File: src/core/mds_pkg.sv
// Constants and carrier types shared by the motor driver I/O status block.
// Assumes one 125 MHz system clock for all logic.
package mds_pkg;
	localparam int CLK_PERIOD_NS = 8;
	localparam int SPEED_PULSE_NS = 200000;
	localparam int SPEED_PULSE_CYC = SPEED_PULSE_NS / CLK_PERIOD_NS;
	localparam int PULSES_PER_REV = 30;
	localparam int DEBOUNCE_NS = 1000000;
	localparam int DEBOUNCE_CYC = (DEBOUNCE_NS + CLK_PERIOD_NS - 1) / CLK_PERIOD_NS;
	localparam int BLINK_NS = 250000000;
	localparam int BLINK_CYC = BLINK_NS / CLK_PERIOD_NS;
	localparam int N_TERM = 8;
	localparam int N_CLASS = 14;
	localparam int N_IRQ = 3;
	localparam logic [7:0] REG_CTRL = 8'h00;
	localparam logic [7:0] REG_ASSIGN = 8'h04;
	localparam logic [7:0] REG_NOTICE_EN = 8'h08;
	localparam logic [7:0] REG_NOTICE_STAT = 8'h0C;
	localparam logic [7:0] REG_NOTICE_RAW = 8'h10;
	localparam logic [7:0] REG_STATUS = 8'h14;
	localparam logic [7:0] REG_IRQ_STAT = 8'h18;
	localparam logic [7:0] REG_IRQ_MASK = 8'h1C;
	localparam int CTRL_AUTO_CLR = 0;
	localparam int CTRL_ALARM_RST = 1;
	localparam logic CTRL_AUTO_CLR_RESET = 1'h0;
	localparam int ASG_LOCK_LSB = 0;
	localparam int ASG_TORQUE_LSB = 8;
	localparam int ASG_FAULT_LSB = 16;
	localparam int ASG_CLEAR_LSB = 24;
	localparam logic [31:0] ASSIGN_RESET = 32'h0000_0000;
	localparam logic [N_CLASS-1:0] NOTICE_EN_RESET = 14'h3FFF;
	localparam int IRQ_ALARM = 0;
	localparam int IRQ_NOTICE = 1;
	localparam int IRQ_CLEARED = 2;
	localparam int STAT_ALARM = 0;
	localparam int STAT_ALARM_EXT = 1;
	localparam int STAT_LOCK = 2;
	localparam int STAT_TORQUE = 3;
	localparam int STAT_FAULT_OK = 4;
	localparam int STAT_MOVING = 5;
	localparam int STAT_NOTICE = 6;
	localparam int STAT_CODE_LSB = 8;
	localparam int STAT_TERM_LSB = 16;
	// Arbitrary display code for the external-fault alarm
	localparam logic [7:0] EXT_FAULT_CODE = 8'h6E;

	typedef struct packed {
		logic cyc;
		logic stb;
		logic we;
		logic [7:0] adr;
		logic [3:0] sel;
		logic [31:0] dat;
	} mds_wb_req_t;

	typedef struct packed {
		logic ack;
		logic [31:0] dat;
	} mds_wb_rsp_t;

	// One bit per blocked panel or tool function, high while blocked
	typedef struct packed {
		logic io_test;
		logic local_op;
		logic teach_remote;
		logic edit;
		logic download;
		logic init;
		logic config_fn;
	} mds_restrict_t;
endpackage

File: src/core/mds_debounce.sv
// Two-flop synchroniser and stability debouncer for one terminal input.
// Assumes raw_i is asynchronous to sys_clk_i.
`timescale 1ns/1ps
module mds_debounce #(
	parameter int CYC = mds_pkg::DEBOUNCE_CYC
)
(
	input wire logic sys_clk_i,
	input wire logic resetn_i,
	input wire logic raw_i,
	output logic clean_o
);
	import mds_pkg::*;
	localparam int CW = $clog2(CYC + 1);

	typedef struct packed {
		logic s1;
		logic s2;
		logic clean;
		logic [CW-1:0] cnt;
	} mds_deb_state_t;

	mds_deb_state_t st_reg;
	mds_deb_state_t st_next;

	if (CYC < 1)
	begin : g_chk
		$error("mds_debounce: CYC must be at least 1");
	end

	always_comb
	begin
		st_next = st_reg;
		st_next.s1 = raw_i;
		st_next.s2 = st_reg.s1;
		if (st_reg.s2 == st_reg.clean)
			st_next.cnt = '0;
		else if (st_reg.cnt == CW'(CYC - 1))
		begin
			st_next.cnt = '0;
			st_next.clean = st_reg.s2;
		end
		else
			st_next.cnt = CW'(st_reg.cnt + 1'h1);
	end

	// Terminals start closed so no false alarm or clear edge after reset
	always_ff @(posedge sys_clk_i or negedge resetn_i)
	begin
		if (!resetn_i)
		begin
			st_reg <= '0;
			st_reg.s1 <= 1'h1;
			st_reg.s2 <= 1'h1;
			st_reg.clean <= 1'h1;
		end
		else
			st_reg <= st_next;
	end

	assign clean_o = st_reg.clean;
endmodule

File: src/core/mds_speed_pulse.sv
// Fixed-width speed pulse generator, one pulse per rotation tick that arrives while no pulse is running.
// Assumes tick_i is a one-cycle pulse every 1/30 shaft revolution.
`timescale 1ns/1ps
module mds_speed_pulse #(
	parameter int WIDTH_CYC = mds_pkg::SPEED_PULSE_CYC
)
(
	input wire logic sys_clk_i,
	input wire logic resetn_i,
	input wire logic tick_i,
	output logic pulse_o
);
	import mds_pkg::*;
	localparam int CW = $clog2(WIDTH_CYC + 1);

	typedef struct packed {
		logic [CW-1:0] cnt;
		logic pulse;
	} mds_pls_state_t;

	mds_pls_state_t st_reg;
	mds_pls_state_t st_next;

	if (WIDTH_CYC < 1)
	begin : g_chk
		$error("mds_speed_pulse: WIDTH_CYC must be at least 1");
	end

	// Ticks during a pulse are dropped; only beyond pulse-width overlap speeds
	always_comb
	begin
		st_next = st_reg;
		if (st_reg.cnt != '0)
			st_next.cnt = CW'(st_reg.cnt - 1'h1);
		else if (tick_i)
			st_next.cnt = CW'(WIDTH_CYC);
		st_next.pulse = st_next.cnt != '0;
	end

	always_ff @(posedge sys_clk_i or negedge resetn_i)
	begin
		if (!resetn_i)
			st_reg <= '0;
		else
			st_reg <= st_next;
	end

	assign pulse_o = st_reg.pulse;
endmodule

File: src/core/mds_top.sv
// Motor driver terminal input decoding, alarm, notice and speed pulse outputs.
// Assumes terminals are asynchronous pins; motor and protection inputs share sys_clk_i.
// Class order, bit 0 up: drive temperature, overvoltage, undervoltage, load, speed,
// operation prohibited, trip distance, total distance, power time, power count,
// start restricted, io test mode, config request, power cycle request.
`timescale 1ns/1ps
module mds_top #(
	parameter int DEBOUNCE_CYC = mds_pkg::DEBOUNCE_CYC,
	parameter int SPEED_PULSE_CYC = mds_pkg::SPEED_PULSE_CYC,
	parameter int BLINK_CYC = mds_pkg::BLINK_CYC,
	parameter logic [7:0] EXT_FAULT_CODE = mds_pkg::EXT_FAULT_CODE
)
(
	input wire logic sys_clk_i,
	input wire logic resetn_i,
	input wire mds_pkg::mds_wb_req_t wb_i,
	output mds_pkg::mds_wb_rsp_t wb_o,
	input wire logic [mds_pkg::N_TERM-1:0] term_i,
	input wire logic [mds_pkg::N_CLASS-1:0] notice_cond_i,
	input wire logic protect_trip_i,
	input wire logic [7:0] protect_code_i,
	input wire logic run_cmd_i,
	input wire logic motor_rotating_i,
	input wire logic rot_tick_i,
	output logic alarm_out_o,
	output logic alarm_led_o,
	output logic [7:0] alarm_code_o,
	output logic motor_stop_instant_o,
	output logic motor_coast_o,
	output mds_pkg::mds_restrict_t panel_restrict_o,
	output logic torque_limit_en_o,
	output logic moving_o,
	output logic notice_out_o,
	output logic notice_led_o,
	output logic speed_pulse_o,
	output logic irq_o
);
	import mds_pkg::*;
	localparam int BW = $clog2(BLINK_CYC + 1);

	typedef struct packed {
		logic ack;
		logic [31:0] rdata;
		logic auto_clr;
		logic [31:0] asg;
		logic [N_CLASS-1:0] notice_en;
		logic [N_CLASS-1:0] pend;
		logic [N_IRQ-1:0] irq_stat;
		logic [N_IRQ-1:0] irq_mask;
		logic clr_prev;
		logic alarm;
		logic alarm_ext;
		logic [7:0] code;
		logic [BW-1:0] blink_cnt;
		logic blink;
		mds_restrict_t restr;
		logic torque_en;
		logic moving;
		logic notice_out;
		logic alarm_led;
		logic notice_led;
	} mds_state_t;

	mds_state_t st_reg;
	mds_state_t st_next;
	logic [N_TERM-1:0] term_clean;
	logic lock_act;
	logic torque_act;
	logic fault_act;
	logic clr_act;
	logic req;
	logic wr;
	logic rd;
	logic clr_evt;
	logic alarm_rst;
	logic [N_IRQ-1:0] irq_ev;

	if (BLINK_CYC < 2)
	begin : g_chk
		$error("mds_top: BLINK_CYC must be at least 2");
	end

	if (PULSES_PER_REV != 30)
	begin : g_chk_rev
		$error("mds_top: rotation ticks must come 30 per revolution");
	end

	// Unassigned terminal map falls back to dflt
	function automatic logic func_level(input logic [N_TERM-1:0] m, input logic [N_TERM-1:0] t,
		input logic dflt);
		func_level = (m == '0) ? dflt : &(t | ~m);
	endfunction

	function automatic logic [31:0] merge(input logic [31:0] old, input logic [31:0] dat,
		input logic [3:0] sel);
		logic [31:0] m;
		m = {{8{sel[3]}}, {8{sel[2]}}, {8{sel[1]}}, {8{sel[0]}}};
		merge = (old & ~m) | (dat & m);
	endfunction

	for (genvar i = 0; i < N_TERM; i++)
	begin : g_term
		mds_debounce #(
			.CYC(DEBOUNCE_CYC)
		) u_deb (
			.sys_clk_i(sys_clk_i),
			.resetn_i(resetn_i),
			.raw_i(term_i[i]),
			.clean_o(term_clean[i])
		);
	end

	mds_speed_pulse #(
		.WIDTH_CYC(SPEED_PULSE_CYC)
	) u_pulse (
		.sys_clk_i(sys_clk_i),
		.resetn_i(resetn_i),
		.tick_i(rot_tick_i),
		.pulse_o(speed_pulse_o)
	);

	// Lock, torque and fault default closed; clear defaults open
	assign lock_act = func_level(st_reg.asg[ASG_LOCK_LSB +: N_TERM], term_clean, 1'h1);
	assign torque_act = func_level(st_reg.asg[ASG_TORQUE_LSB +: N_TERM], term_clean, 1'h1);
	assign fault_act = func_level(st_reg.asg[ASG_FAULT_LSB +: N_TERM], term_clean, 1'h1);
	assign clr_act = func_level(st_reg.asg[ASG_CLEAR_LSB +: N_TERM], term_clean, 1'h0);

	assign req = wb_i.cyc & wb_i.stb & ~st_reg.ack;
	assign wr = req & wb_i.we;
	assign rd = req & ~wb_i.we;
	assign clr_evt = clr_act & ~st_reg.clr_prev & ~st_reg.auto_clr;
	assign alarm_rst = wr && wb_i.adr == REG_CTRL && wb_i.sel[0] && wb_i.dat[CTRL_ALARM_RST];

	always_comb
	begin
		st_next = st_reg;
		st_next.ack = req;
		st_next.clr_prev = clr_act;

		if (wr)
		begin
			case (wb_i.adr)
				REG_CTRL:
				begin
					if (wb_i.sel[0])
						st_next.auto_clr = wb_i.dat[CTRL_AUTO_CLR];
				end
				REG_ASSIGN:
					st_next.asg = merge(st_reg.asg, wb_i.dat, wb_i.sel);
				REG_NOTICE_EN:
					st_next.notice_en = N_CLASS'(merge(32'(st_reg.notice_en), wb_i.dat, wb_i.sel));
				REG_IRQ_MASK:
				begin
					if (wb_i.sel[0])
						st_next.irq_mask = wb_i.dat[N_IRQ-1:0];
				end
				default:
				begin
				end
			endcase
		end

		// Pending bits follow conditions regardless of the action setting
		if (st_reg.auto_clr)
			st_next.pend = notice_cond_i;
		else
			st_next.pend = (st_reg.pend & ~{N_CLASS{clr_evt}}) | notice_cond_i;

		// First cause wins; reset refused while any cause persists
		if (!st_reg.alarm && !fault_act)
		begin
			st_next.alarm = 1'h1;
			st_next.alarm_ext = 1'h1;
			st_next.code = EXT_FAULT_CODE;
		end
		else if (!st_reg.alarm && protect_trip_i)
		begin
			st_next.alarm = 1'h1;
			st_next.alarm_ext = 1'h0;
			st_next.code = protect_code_i;
		end
		else if (alarm_rst && fault_act && !protect_trip_i)
		begin
			st_next.alarm = 1'h0;
			st_next.alarm_ext = 1'h0;
		end

		irq_ev = '0;
		irq_ev[IRQ_ALARM] = st_next.alarm & ~st_reg.alarm;
		irq_ev[IRQ_NOTICE] = |(st_next.pend & ~st_reg.pend);
		irq_ev[IRQ_CLEARED] = clr_evt;
		if (wr && wb_i.adr == REG_IRQ_STAT && wb_i.sel[0])
			st_next.irq_stat = st_reg.irq_stat & ~wb_i.dat[N_IRQ-1:0];
		// A new event wins over a clear in the same cycle
		st_next.irq_stat = st_next.irq_stat | irq_ev;

		if (st_reg.blink_cnt == BW'(BLINK_CYC - 1))
		begin
			st_next.blink_cnt = '0;
			st_next.blink = ~st_reg.blink;
		end
		else
			st_next.blink_cnt = BW'(st_reg.blink_cnt + 1'h1);

		st_next.restr = {$bits(mds_restrict_t){~lock_act}};
		st_next.torque_en = torque_act;
		st_next.moving = motor_rotating_i & run_cmd_i;
		st_next.notice_out = |(st_reg.pend & st_reg.notice_en);
		st_next.notice_led = st_next.notice_out & st_reg.blink;
		st_next.alarm_led = st_reg.alarm & st_reg.blink;

		st_next.rdata = '0;
		if (rd)
		begin
			case (wb_i.adr)
				REG_CTRL:
					st_next.rdata[CTRL_AUTO_CLR] = st_reg.auto_clr;
				REG_ASSIGN:
					st_next.rdata = st_reg.asg;
				REG_NOTICE_EN:
					st_next.rdata[N_CLASS-1:0] = st_reg.notice_en;
				REG_NOTICE_STAT:
					st_next.rdata[N_CLASS-1:0] = st_reg.pend;
				REG_NOTICE_RAW:
					st_next.rdata[N_CLASS-1:0] = notice_cond_i;
				REG_STATUS:
				begin
					st_next.rdata[STAT_ALARM] = st_reg.alarm;
					st_next.rdata[STAT_ALARM_EXT] = st_reg.alarm_ext;
					st_next.rdata[STAT_LOCK] = lock_act;
					st_next.rdata[STAT_TORQUE] = torque_act;
					st_next.rdata[STAT_FAULT_OK] = fault_act;
					st_next.rdata[STAT_MOVING] = st_reg.moving;
					st_next.rdata[STAT_NOTICE] = st_reg.notice_out;
					st_next.rdata[STAT_CODE_LSB +: 8] = st_reg.code;
					st_next.rdata[STAT_TERM_LSB +: N_TERM] = term_clean;
				end
				REG_IRQ_STAT:
					st_next.rdata[N_IRQ-1:0] = st_reg.irq_stat;
				REG_IRQ_MASK:
					st_next.rdata[N_IRQ-1:0] = st_reg.irq_mask;
				default:
					st_next.rdata = '0;
			endcase
		end
	end

	always_ff @(posedge sys_clk_i or negedge resetn_i)
	begin
		if (!resetn_i)
		begin
			st_reg <= '0;
			st_reg.auto_clr <= CTRL_AUTO_CLR_RESET;
			st_reg.asg <= ASSIGN_RESET;
			st_reg.notice_en <= NOTICE_EN_RESET;
			// Unassigned torque input reads closed, so limiting starts enabled
			st_reg.torque_en <= 1'h1;
		end
		else
			st_reg <= st_next;
	end

	assign wb_o = '{ack: st_reg.ack, dat: st_reg.rdata};
	assign alarm_out_o = ~st_reg.alarm;
	assign alarm_led_o = st_reg.alarm_led;
	assign alarm_code_o = st_reg.code;
	assign motor_stop_instant_o = st_reg.alarm & st_reg.alarm_ext;
	assign motor_coast_o = st_reg.alarm & ~st_reg.alarm_ext;
	assign panel_restrict_o = st_reg.restr;
	assign torque_limit_en_o = st_reg.torque_en;
	assign moving_o = st_reg.moving;
	assign notice_out_o = st_reg.notice_out;
	assign notice_led_o = st_reg.notice_led;
	assign irq_o = |(st_reg.irq_stat & st_reg.irq_mask);
endmodule

File: config.mk
export PLATFORM = sky130hd
export DESIGN_NAME = mds_top
export DESIGN_NICKNAME = d
export VERILOG_FILES = /design/src/core/mds_pkg.sv /design/src/core/mds_debounce.sv /design/src/core/mds_speed_pulse.sv /design/src/core/mds_top.sv
export SDC_FILE = /design/constraint.sdc
export NUM_CORES = 1
export LEC_CHECK = 0
export BUFFER_PORTS_ARGS = -buffer_cell sky130_fd_sc_hd__buf_2
export CAP_MARGIN = 15
export CORE_MARGIN = 10
export CORE_UTILIZATION = 64
export DETAILED_ROUTE_END_ITERATION = 6
export PLACE_DENSITY = 0.92
export RECOVER_POWER = 100
export SLEW_MARGIN = 40
export SYNTH_ARGS = -nofsm -noshare
export SYNTH_HDL_FRONTEND = slang
export SYNTH_SLANG_ARGS = --single-unit
export TNS_END_PERCENT = 100
File: constraint.sdc
create_clock -name sys_clk_i -period 5.9 [get_ports sys_clk_i]
set_input_delay 0.59 -clock sys_clk_i [delete_from_list [all_inputs] [get_ports sys_clk_i]]
set_output_delay 0.59 -clock sys_clk_i [all_outputs]
set_load 0.005 [all_outputs]
Yosys cells after proc, flatten, opt, wreduce, memory -nomap -nowiden
Cells that the tools add are included.
- muxes and demuxes: 37
- bitwise logic cells: 52
- add/sub/neg operators: 10
- equality and inequality tests: 24
- reduce and logical (&&, ||, !) cells: 40
- operator list (cell ; count):
    $mux 17 ; 16
    $add 17x1->17 const B ; 8
    $eq 17x17->1 const B ; 8
    $and 32x32->32 ; 2
    $and 14x14->14 ; 4
    $logic_not 8->1 ; 5
    $eq 8x5->1 const B ; 4
    $mux 32 ; 1
    $not 32->32 ; 1
    $not 8->8 ; 4
    $or 32x32->32 ; 1
    $or 8x8->8 ; 4
    $reduce_and 8->1 ; 4
    $mux 15 ; 2
    $pmux 6 s5 ; 1
    $reduce_bool 15->1 ; 2
    $not 14->14 ; 2
    $or 14x14->14 ; 2
    $reduce_or 14->1 ; 2
    $add 25x1->25 const B ; 1
    $eq 25x25->1 const B ; 1
    $mux 25 ; 1
    $pmux 10 s2 ; 1
    $pmux 4 s5 ; 1
    other kinds (25) ; 85
- output and inout bits: 58
- word-level logic and storage cells: 217
- register bits: 319

Logic depth before layout (Yosys ltp)
Gate-level depths: netlist of run 1.
- depth in word-level cells: 13
- mapped depth: 9

By module
Synthesis of run 1 repeated with hierarchy kept, for this count alone.
- cell total of the unflattened synthesis: 1465
- area total of the unflattened synthesis: 15740.1 um^2
- by module, submodules not included (module ; area an instance (um^2) ; times used ; cells each):
    mds_debounce ; 945.9 ; 8 ; 89
    mds_top ; 7144.4 ; 1 ; 645
    mds_speed_pulse ; 1028.5 ; 1 ; 108

Worst setup path after synthesis of run 1
No wires, ideal clock.
- kind: in2reg
- from: in wb_i[41] (netlist name)
- to: reg with a tool-made name
- stages: 7
- library setup time: 0.082 ns
- required time: 5.818 ns
- buffers on the path: 2
- data arrival time: 2.854 ns
- path slack: 2.964 ns
- cells stage by stage: or4_1 > nor3_1 > and3b_1 > clkbuf_1 > and4_1 > clkbuf_1 > mux2_2
- RTL lines (item ; RTL line ; RTL):
    start: declaration ; mds_top.sv:16 ; input wire mds_pkg::mds_wb_req_t wb_i,

==> flow_metrics.tcl, run 1 <==
set metrics [dict create \
    maxCapViolations 0 \
    yosysTopAreaCell "dfrtp_1" \
    vias 11554 \
    grt_overflow 0 \
    hold_buffers 0 \
    wirelength_um 37700 \
    yosys_warnings 0 \
    final_layout_size_suffix_gt1_frac 0.150 \
    start_kind "input pin" \
    reg2reg_from "st_reg[29]" \
    reg2reg_to "st_reg[35]" \
    route.met3.wl_um 3500 \
    synthArstFlopShare 1.00 \
    detail_route.first_pass.iterations 7 \
    syn_area_per_cell_um2 10.2 \
    critPathMaxFanout 25 \
    synth-edff-count 0 \
    finalHoldViolCount 0 \
    ant_nets 0 \
    final-max-slew-violation-count 0 \
    dieWidth_um 172 \
    grt_first_pass_wirelength_um 60400 \
    relSlewSlack 0.0667 \
    clk_latency_ns 0.52 \
    ctsResizeCount 0 \
    fin_crit_sh 0.581 \
    core_um2 22800 \
    ir_drop_v 0.000181 \
    postCtsSetupBuffers 0 \
    cp.arrival_ns 3.82 \
    grt_use_total 0.253 \
    grt_pass1_vias 11739 \
    syn2layout_area_growth_pct 11.6 \
    ys.flop_type "dfrtp_1" \
    cts_tree "built" \
    crit_top_cell "clkbuf_1" \
    clk_pin_slew_worst_paths_ns 0.06 \
    routabilityCongestion 0.948 \
    synthesis.nets 1547 \
    ys_ff_latch 319 \
    synth_area_leaders "dfrtp_1 (47%), dfstp_2 (6.9%), nor2_1 (5.7%)" \
    wl_met2_um 18100 \
    ys_seq_area_frac 0.540 \
    final_common_cell "dfrtp_1" \
    critPathTopFamily "buffers and inverters" \
    grt_max_degree 164 \
    antenna_found_initial 0 \
    die_h_um 172 \
    fillers 1457 \
    worstMarginPinSlew_ns 1.39 \
    diodes 0 \
    rr_worst_depth 6 \
    hold_class "input pin to async pin" \
    first_iter_violations 1717 \
    port_buffers 140 \
    fin_crit_ns 3.43 \
    num_rows 55 \
    path_buf_inv 2 \
    finClkSkew_ns 0.0234 \
    clk_path_buf_depth 3 \
    p_leak_nw 7.29 \
    drc 0 \
    power.density_nw_per_um2 293 \
    routedWlPerCell_um 20.0 \
    pin_count 141 \
    final_cell_mix "dfrtp_1 (280), nor2_1 (227), nand2_1 (104), buf_2 (98), xor2_1 (88)" \
    end_kind "register" \
    synth_top_area_frac 0.471 \
    finalNonFillerCells 1888 \
    dp_hpwl_um 25500 \
    max_freq_ghz 0.292 \
    initial_core_util 0.652 \
    synthesis.area_um2 14900 \
    post_synth_num_cell_types 61 \
    slowest_stage "clkbuf_1" \
    met1_length_um 14400 \
    max_stage_delay_ns 0.91 \
    highest_layer "met4" \
    cts_made_buffers 34 \
    routed_via_density 6.12 \
    reg2reg_setup_slack_ns 2.51 \
    crit_path_cell_trace "clkbuf_1, nand2b_1, nor3_2, clkbuf_1, and3_1, nand2_1, mux2_2" \
    finalSetupViolCount 0 \
    htree_levels 2 \
    synth_cells 1453 \
    cts.sinks 319 \
    criticalPathCategory "input pin to register" \
    root_buffer "clkbuf_16" \
    nets 1645 \
    status "completed" \
    place_inst 1827 \
    fin_setup_tns_ns 0 \
    cp.required_ns 6.29 \
    rsz0062_at_grt "no" \
    dieArea_um2 29700 \
]
[routing by layer]
layer,track usage,vias up
met3,0.0618,136
li1,-,5133
met2,0.417,679
met4,0.112,0
met1,0.312,5606
met5,0,-
[through the flow]
stage | worst slack, ns | total power, W | instance area [um2] | util | hold slack (ns)
after global routing | 2.31 | 0.00503 | 16600 | 0.728 | 0.126
after CTS | 2.90 | 0.00487 | 16600 | 0.731 | 0.116
final | 2.47 | 0.00486 | 16600 | 0.728 | 0.0869
after floorplan | 2.96 | 0.00262 | 14900 | - | 0.294
after global placement | 2.94 | 0.00276 | 15500 | 0.682 | 0.346
after detailed placement | 2.93 | 0.00278 | 15500 | 0.682 | 0.347
[power breakdown]
group          internal, W  switching (W)
clock network      0.00126       0.000856
logic             0.000145       0.000238
registers          0.00227      0.0000904
total              0.00367        0.00118
[how the worst max path moves through the flow]
stage,startpoint,endpoint,slack (ns),depth (start not counted)
after floorplan,wb_i[41],register,2.96,7
after CTS,u_pulse.st_reg[6],u_pulse.pulse_o,2.90,6
final,wb_i[38],register,2.47,7
after global placement,u_pulse.st_reg[6],u_pulse.pulse_o,2.94,6
after global routing,st_reg[29],st_reg[35],2.31,6
after detailed placement,u_pulse.st_reg[6],u_pulse.pulse_o,2.93,6
[synthesized netlist by cell type (all sizes together), types with 7 or more instances]
master and count:
dfrtp 280, nor2 227, nand2 104, xor2 88, nand3 73, xnor2 65
inv 62, buf 53, o21ai 48, mux2 44, nand4 43, dfstp 39
clkbuf 33, nor3 33, a22oi 27, nor4 24, a21o 19, and2 17
a21oi 16, and3 15, or4 12, ha 11, nor2b 10, o22ai 10
or3 10, mux2i 9, or2 9, a221oi 7, nand2b 7, nor4b 7
[cells by family after synthesis]
group	after synthesis	share of synthesized area
xor gates and xnor gates	153	0.0902
muxes	54	0.0409
and+or+nand+nor	608	0.197
adders and majority gates	11	0.00926
DFF	319	0.540
buffers and inverters	148	0.0498
AOI/OAI and AO/OA	160	0.0721
[final cells by class]
class / instances / area [um2] / area share
Clock buffer: 50 / 992 / 0.0598
Clock inverter: 10 / 116 / 0.00702
Multi-Input combinational cell: 986 / 6080 / 0.367
Tap cell: 313 / 392 / 0.0236
Sequential cell: 319 / 8030 / 0.484
Inverter: 62 / 233 / 0.0140
Timing Repair Buffer: 148 / 737 / 0.0445
[worst reg2reg max path, cell delays in order, from the launching register on]
cell and delay, ns:
dfrtp_1 0.42, or4b_1 0.50, or4_1 0.47, nor4_1 1.15
clkbuf_1 0.42, nand3b_1 0.18, o21ai_0 0.13
Note: power is estimated with default switching activity, not from simulation.
==> run 2, diff against run 1 <==
--- a/config.mk
+++ b/config.mk
@@ -8,9 +8,9 @@
 export BUFFER_PORTS_ARGS = -buffer_cell sky130_fd_sc_hd__buf_2
 export CAP_MARGIN = 15
 export CORE_MARGIN = 10
-export CORE_UTILIZATION = 64
+export CORE_UTILIZATION = 54
 export DETAILED_ROUTE_END_ITERATION = 6
-export PLACE_DENSITY = 0.92
+export PLACE_DENSITY = 0.84
 export RECOVER_POWER = 100
 export SLEW_MARGIN = 40
 export SYNTH_ARGS = -nofsm -noshare
==> constraint.sdc (replaced) <==
create_clock -name sys_clk_i -period 3.1 [get_ports sys_clk_i]
set_input_delay 0.31 -clock sys_clk_i [delete_from_list [all_inputs] [get_ports sys_clk_i]]
set_output_delay 0.31 -clock sys_clk_i [all_outputs]
set_load 0.005 [all_outputs]
==> flow_metrics.tcl, run 2 (same netlist as run 1, synthesis figures left out) <==
set metrics [dict create \
    fillers 2106 \
    grt_max_degree 81 \
    core_um2 27000 \
    drc 0 \
    htree_levels 2 \
    rr_worst_depth 6 \
    routed_via_density 5.78 \
    hold_class "input pin to register" \
    cts_made_buffers 35 \
    violations "max-capacitance violations, max-slew violations" \
    p_leak_nw 7.39 \
    nets 1669 \
    clk_path_buf_depth 3 \
    crit_top_cell "or4_1" \
    end_kind "register" \
    final_layout_size_suffix_gt1_frac 0.157 \
    final_common_cell "dfrtp_1" \
    routabilityCongestion 0.933 \
    cts.sinks 319 \
    holdPathEnd "st_reg[64]" \
    critPathTopFamily "simple AND/OR/NAND/NOR gates" \
    dp_hpwl_um 25700 \
    cp.required_ns 3.48 \
    clk_latency_ns 0.52 \
    worst-path-stages 6 \
    finalSetupViolCount 0 \
    cp.arrival_ns 3.33 \
    worstMarginPinSlew_ns 1.99 \
    pin_count 141 \
    multi_input_area_um2 6090 \
    first_iter_violations 1149 \
    maxCapViolations 1 \
    dieArea_um2 34600 \
    critPathMaxFanout 5 \
    p_total_w 0.00938 \
    fin_util 0.624 \
    grt_use_total 0.207 \
    ant_nets 0 \
    fin_crit_ns 2.95 \
    power.density_nw_per_um2 556 \
    pre_cts_ws_ns 0.182 \
    hold_path_depth 2 \
    grt_pass1_vias 11281 \
    clk_pin_slew_worst_paths_ns 0.06 \
    port_buffers 140 \
    relSlewSlack -0.328 \
    ir_drop_v 0.000336 \
    slowest_stage "or4_4" \
    status "complete, but fails checks" \
    dieWidth_um 186 \
    reg2reg_setup_slack_ns 0.15 \
    fin_crit_sh 0.953 \
    place_inst 1866 \
    max_stage_delay_ns 0.59 \
    postCtsSetupBuffers 0 \
    detail_route.first_pass.iterations 6 \
    finalHoldViolCount 0 \
    finalNonFillerCells 1946 \
    final_cell_mix "dfrtp_1 (280), nor2_1 (227), nand2_1 (104), buf_2 (95), xor2_1 (88)" \
    root_buffer "clkbuf_16" \
    hp-start "notice_cond_i[9]" \
    max_freq_ghz 0.338 \
    rsz0062_at_grt "no" \
    final-max-slew-violation-count 79 \
    register_area_um2 8030 \
    grt_first_pass_wirelength_um 57800 \
    grt_overflow 0 \
    start_kind "register" \
    die_h_um 186 \
    syn2layout_area_growth_pct 13.4 \
    final.setup.worst_slack_ns 0.145 \
    criticalPathCategory "register to register" \
    antenna_found_initial 3 \
    routedWlPerCell_um 18.4 \
    reg2reg_from "u_pulse.st_reg[14]" \
    fin_setup_tns_ns 0 \
    wirelength_um 35900 \
    reg2reg_to "u_pulse.pulse_o" \
    finClkSkew_ns 0.0230 \
    cts_tree "built" \
    initial_core_util 0.550 \
    vias 11249 \
    crit_path_cell_trace "or4_4, or2_2, or4_1, a311oi_1, o2111ai_1, or4_1" \
    num_rows 60 \
    path_buf_inv 0 \
]
-- run 2: worst max-delay path by stage --
stage,from,endpoint,slack [ns]
after floorplan,u_pulse.st_reg[6],u_pulse.pulse_o,0.23
after global placement,u_pulse.st_reg[12],u_pulse.pulse_o,0.21
after detailed placement,u_pulse.st_reg[14],u_pulse.pulse_o,0.18
after CTS,u_pulse.st_reg[12],u_pulse.pulse_o,0.16
after global routing,u_pulse.st_reg[1],u_pulse.pulse_o,0.03
final,u_pulse.st_reg[14],u_pulse.pulse_o,0.15
-- run 2: timing repair --
action                                 in CTS  in global routing
hold buffers                               13                  0
endpoints found under the hold margin      75                  0
resized for setup                           0                  0
-- run 2: metal layers --
layer  up-vias  global-route usage  part of all wire
li1       5220                   -                 -
met1      5514               0.268              0.41
met2       442               0.342              0.48
met3        71              0.0390             0.076
met4         2              0.0680             0.028
met5         -                   0           0.00028
-- run 2: final cells by class --
class,count,share of cell area
timing repair buffer,171,0.0540
multi-input combinational,986,0.361
tap,341,0.0253
inverter,62,0.0138
clock inverter,12,0.00661
clock buffer,52,0.0624
sequential,319,0.476
antenna,3,0.000445
-- run 2: through the flow --
stage / instance area, um2 / hold slack (ns)
floorplan: 14900 / 0.0144
global placement: 15700 / 0.337
detailed placement: 15700 / 0.343
CTS: 17000 / 0.000675
global route: 16900 / 0.0129
finish: 16900 / 0.0170
-- run 2: power breakdown --
group	switching [W]	leakage (nW)	internal, W
Sequential	0.000173	4.06	0.00432
Clock	0.00167	0.567	0.00245
Combinational	0.000458	2.76	0.000304
==> run 3, diff against run 2 <==
--- a/config.mk
+++ b/config.mk
@@ -8,12 +8,12 @@
 export BUFFER_PORTS_ARGS = -buffer_cell sky130_fd_sc_hd__buf_2
 export CAP_MARGIN = 15
 export CORE_MARGIN = 10
-export CORE_UTILIZATION = 54
+export CORE_UTILIZATION = 64
 export DETAILED_ROUTE_END_ITERATION = 6
-export PLACE_DENSITY = 0.84
+export PLACE_DENSITY = 0.92
 export RECOVER_POWER = 100
 export SLEW_MARGIN = 40
 export SYNTH_ARGS = -nofsm -noshare
 export SYNTH_HDL_FRONTEND = slang
 export SYNTH_SLANG_ARGS = --single-unit
-export TNS_END_PERCENT = 100
+export TNS_END_PERCENT = 30
==> constraint.sdc (replaced) <==
create_clock -name sys_clk_i -period 3.4 [get_ports sys_clk_i]
set_input_delay 0.34 -clock sys_clk_i [delete_from_list [all_inputs] [get_ports sys_clk_i]]
set_output_delay 0.34 -clock sys_clk_i [all_outputs]
set_load 0.005 [all_outputs]
==> flow_metrics.tcl, run 3 (same netlist as run 1, synthesis figures left out) <==
set metrics [dict create \
    wirelength_um 37900 \
    grt_first_pass_wirelength_um 59700 \
    dieWidth_um 172 \
    htree_levels 2 \
    num_rows 55 \
    antenna_found_initial 0 \
    maxCapViolations 1 \
    drc 0 \
    finalSetupViolCount 0 \
    cp.arrival_ns 3.45 \
    nets 1659 \
    diodes 0 \
    postCtsSetupBuffers 0 \
    critPathMaxFanout 7 \
    ir_drop_v 0.000617 \
    cp.required_ns 3.78 \
    crit_path_cell_trace "or4_1, or3_1, or4_1, a311oi_1, o2111ai_1, or4_1" \
    finalHoldViolCount 0 \
    max_stage_delay_ns 0.62 \
    relSlewSlack -0.377 \
    p_int_w 0.00638 \
    final_common_cell "dfrtp_1" \
    grt_use_total 0.251 \
    switching_power_w 0.00207 \
    cts.sinks 319 \
    fin_crit_sh 0.903 \
    final_layout_size_suffix_gt1_frac 0.155 \
    p_total_w 0.00845 \
    combPwrFrac 0.080 \
    pin_count 141 \
    grt_overflow 0 \
    clk_latency_ns 0.51 \
    clk_pin_slew_worst_paths_ns 0.06 \
    fin_crit_ns 3.07 \
    die_h_um 172 \
    p_seq_frac 0.485 \
    grt_max_degree 114 \
    finalNonFillerCells 1902 \
    syn2layout_area_growth_pct 12.5 \
    routed_via_density 6.15 \
    fin_setup_tns_ns 0 \
    place_inst 1832 \
    max_freq_ghz 0.326 \
    hold_buffers 9 \
    cts_tree "built" \
    cts_made_buffers 34 \
    port_buffers 140 \
    routedWlPerCell_um 19.9 \
    root_buffer "clkbuf_16" \
    crit_top_cell "or4_1" \
    routabilityCongestion 0.940 \
    power.density_nw_per_um2 506 \
    core_um2 22800 \
    dp_hpwl_um 25600 \
    rsz0062_at_grt "no" \
    hold_class "input pin to register" \
    status "complete, but fails checks" \
    path_buf_inv 0 \
    clk_path_buf_depth 3 \
    grt_pass1_vias 11550 \
    fin_util 0.734 \
    worstMarginPinSlew_ns 2.06 \
    initial_core_util 0.652 \
    ctsResizeCount 0 \
    ant_nets 0 \
    detail_route.first_pass.iterations 6 \
    final-max-slew-violation-count 38 \
    clockPowerShare 0.435 \
    vias 11693 \
    hold-worst-slack_ns 0.0390 \
    fillers 1429 \
    criticalPathCategory "register to register" \
    dieArea_um2 29700 \
    finClkSkew_ns 0.0181 \
    start_kind "register" \
    final_cell_mix "dfrtp_1 (280), nor2_1 (227), nand2_1 (104), buf_2 (99), xor2_1 (88)" \
    p_leak_nw 7.35 \
    slowest_stage "or4_1" \
    end_kind "register" \
    critPathTopFamily "simple AND/OR/NAND/NOR gates" \
    sw_frac_of_total 0.245 \
    violations "max-capacitance violations, max-slew violations" \
    first_iter_violations 1438 \
]
[run 3: cell types whose count changed in the layout (fill, tap and decap cells not counted), sizes merged]
cell         delta
bufinv          +1
clkbuf          -9
clkinv          +1
clkinvlp        -2
diode           -3
dlygate4sd3     -4
[run 3: final timing paths]
path	endpoint	cells after the start	slack [ns]	startpoint
max in group asynchronous	g_term[2].u_deb.st_reg[10]	4	0.63	resetn_i
min	alarm_code_o[3]	2	0.04	protect_code_i[3]
min reg2reg	g_term[2].u_deb.st_reg[18]	0	0.36	g_term[2].u_deb.st_next[18]
max	u_pulse.pulse_o	6	0.33	u_pulse.st_reg[6]
max reg2reg	u_pulse.pulse_o	6	0.33	u_pulse.st_reg[6]
min in group asynchronous	g_term[5].u_deb.st_reg[9]	2	0.97	resetn_i
[run 3: cell type report]
cell class / count / area [um2] / share of cell area
Clock buffer: 48 / 985 / 0.0589
Clock inverter: 12 / 128 / 0.00764
Inverter: 62 / 233 / 0.0139
Multi-Input combinational cell: 986 / 6080 / 0.364
Sequential cell: 319 / 8030 / 0.480
Tap cell: 313 / 392 / 0.0234
Timing Repair Buffer: 162 / 862 / 0.0516
[run 3: worst reg2reg max path, stage by stage, from the launching register on]
cell and delay [ns]:
dfrtp_1 0.43, or4_1 0.62, or3_1 0.43, or4_1 0.49, a311oi_1 0.31, o2111ai_1 0.15
or4_1 0.51
[run 3: metal layers]
metal	GRT usage	vias to the layer above	share of wire
met1	0.312	5742	0.39
met2	0.425	658	0.49
met3	0.0413	127	0.082
met4	0.110	0	0.041
met5	0	-	0
li1	-	5166	-
[run 3: power groups by stage]
| stage | sequential (W) | combinational (W) | clock [W] |
|---|---|---|---|
| 2_1_floorplan | 0.00410 | 0.000439 | 0 |
| 3_3_place_gp | 0.00414 | 0.000657 | 0 |
| 3_5_place_dp | 0.00416 | 0.000670 | 0 |
| 4_1_cts | 0.00409 | 0.000691 | 0.00372 |
| 5_1_grt | 0.00411 | 0.000759 | 0.00386 |
| 6_report | 0.00410 | 0.000680 | 0.00368 |
[run 3: stage by stage]
step / setup slack, ns / instance area (um2)
after floorplan: 0.528 / 14900
after global routing: 0.187 / 16700
final: 0.328 / 16700
after detailed placement: 0.366 / 15600
after CTS: 0.362 / 16800
after global placement: 0.386 / 15600
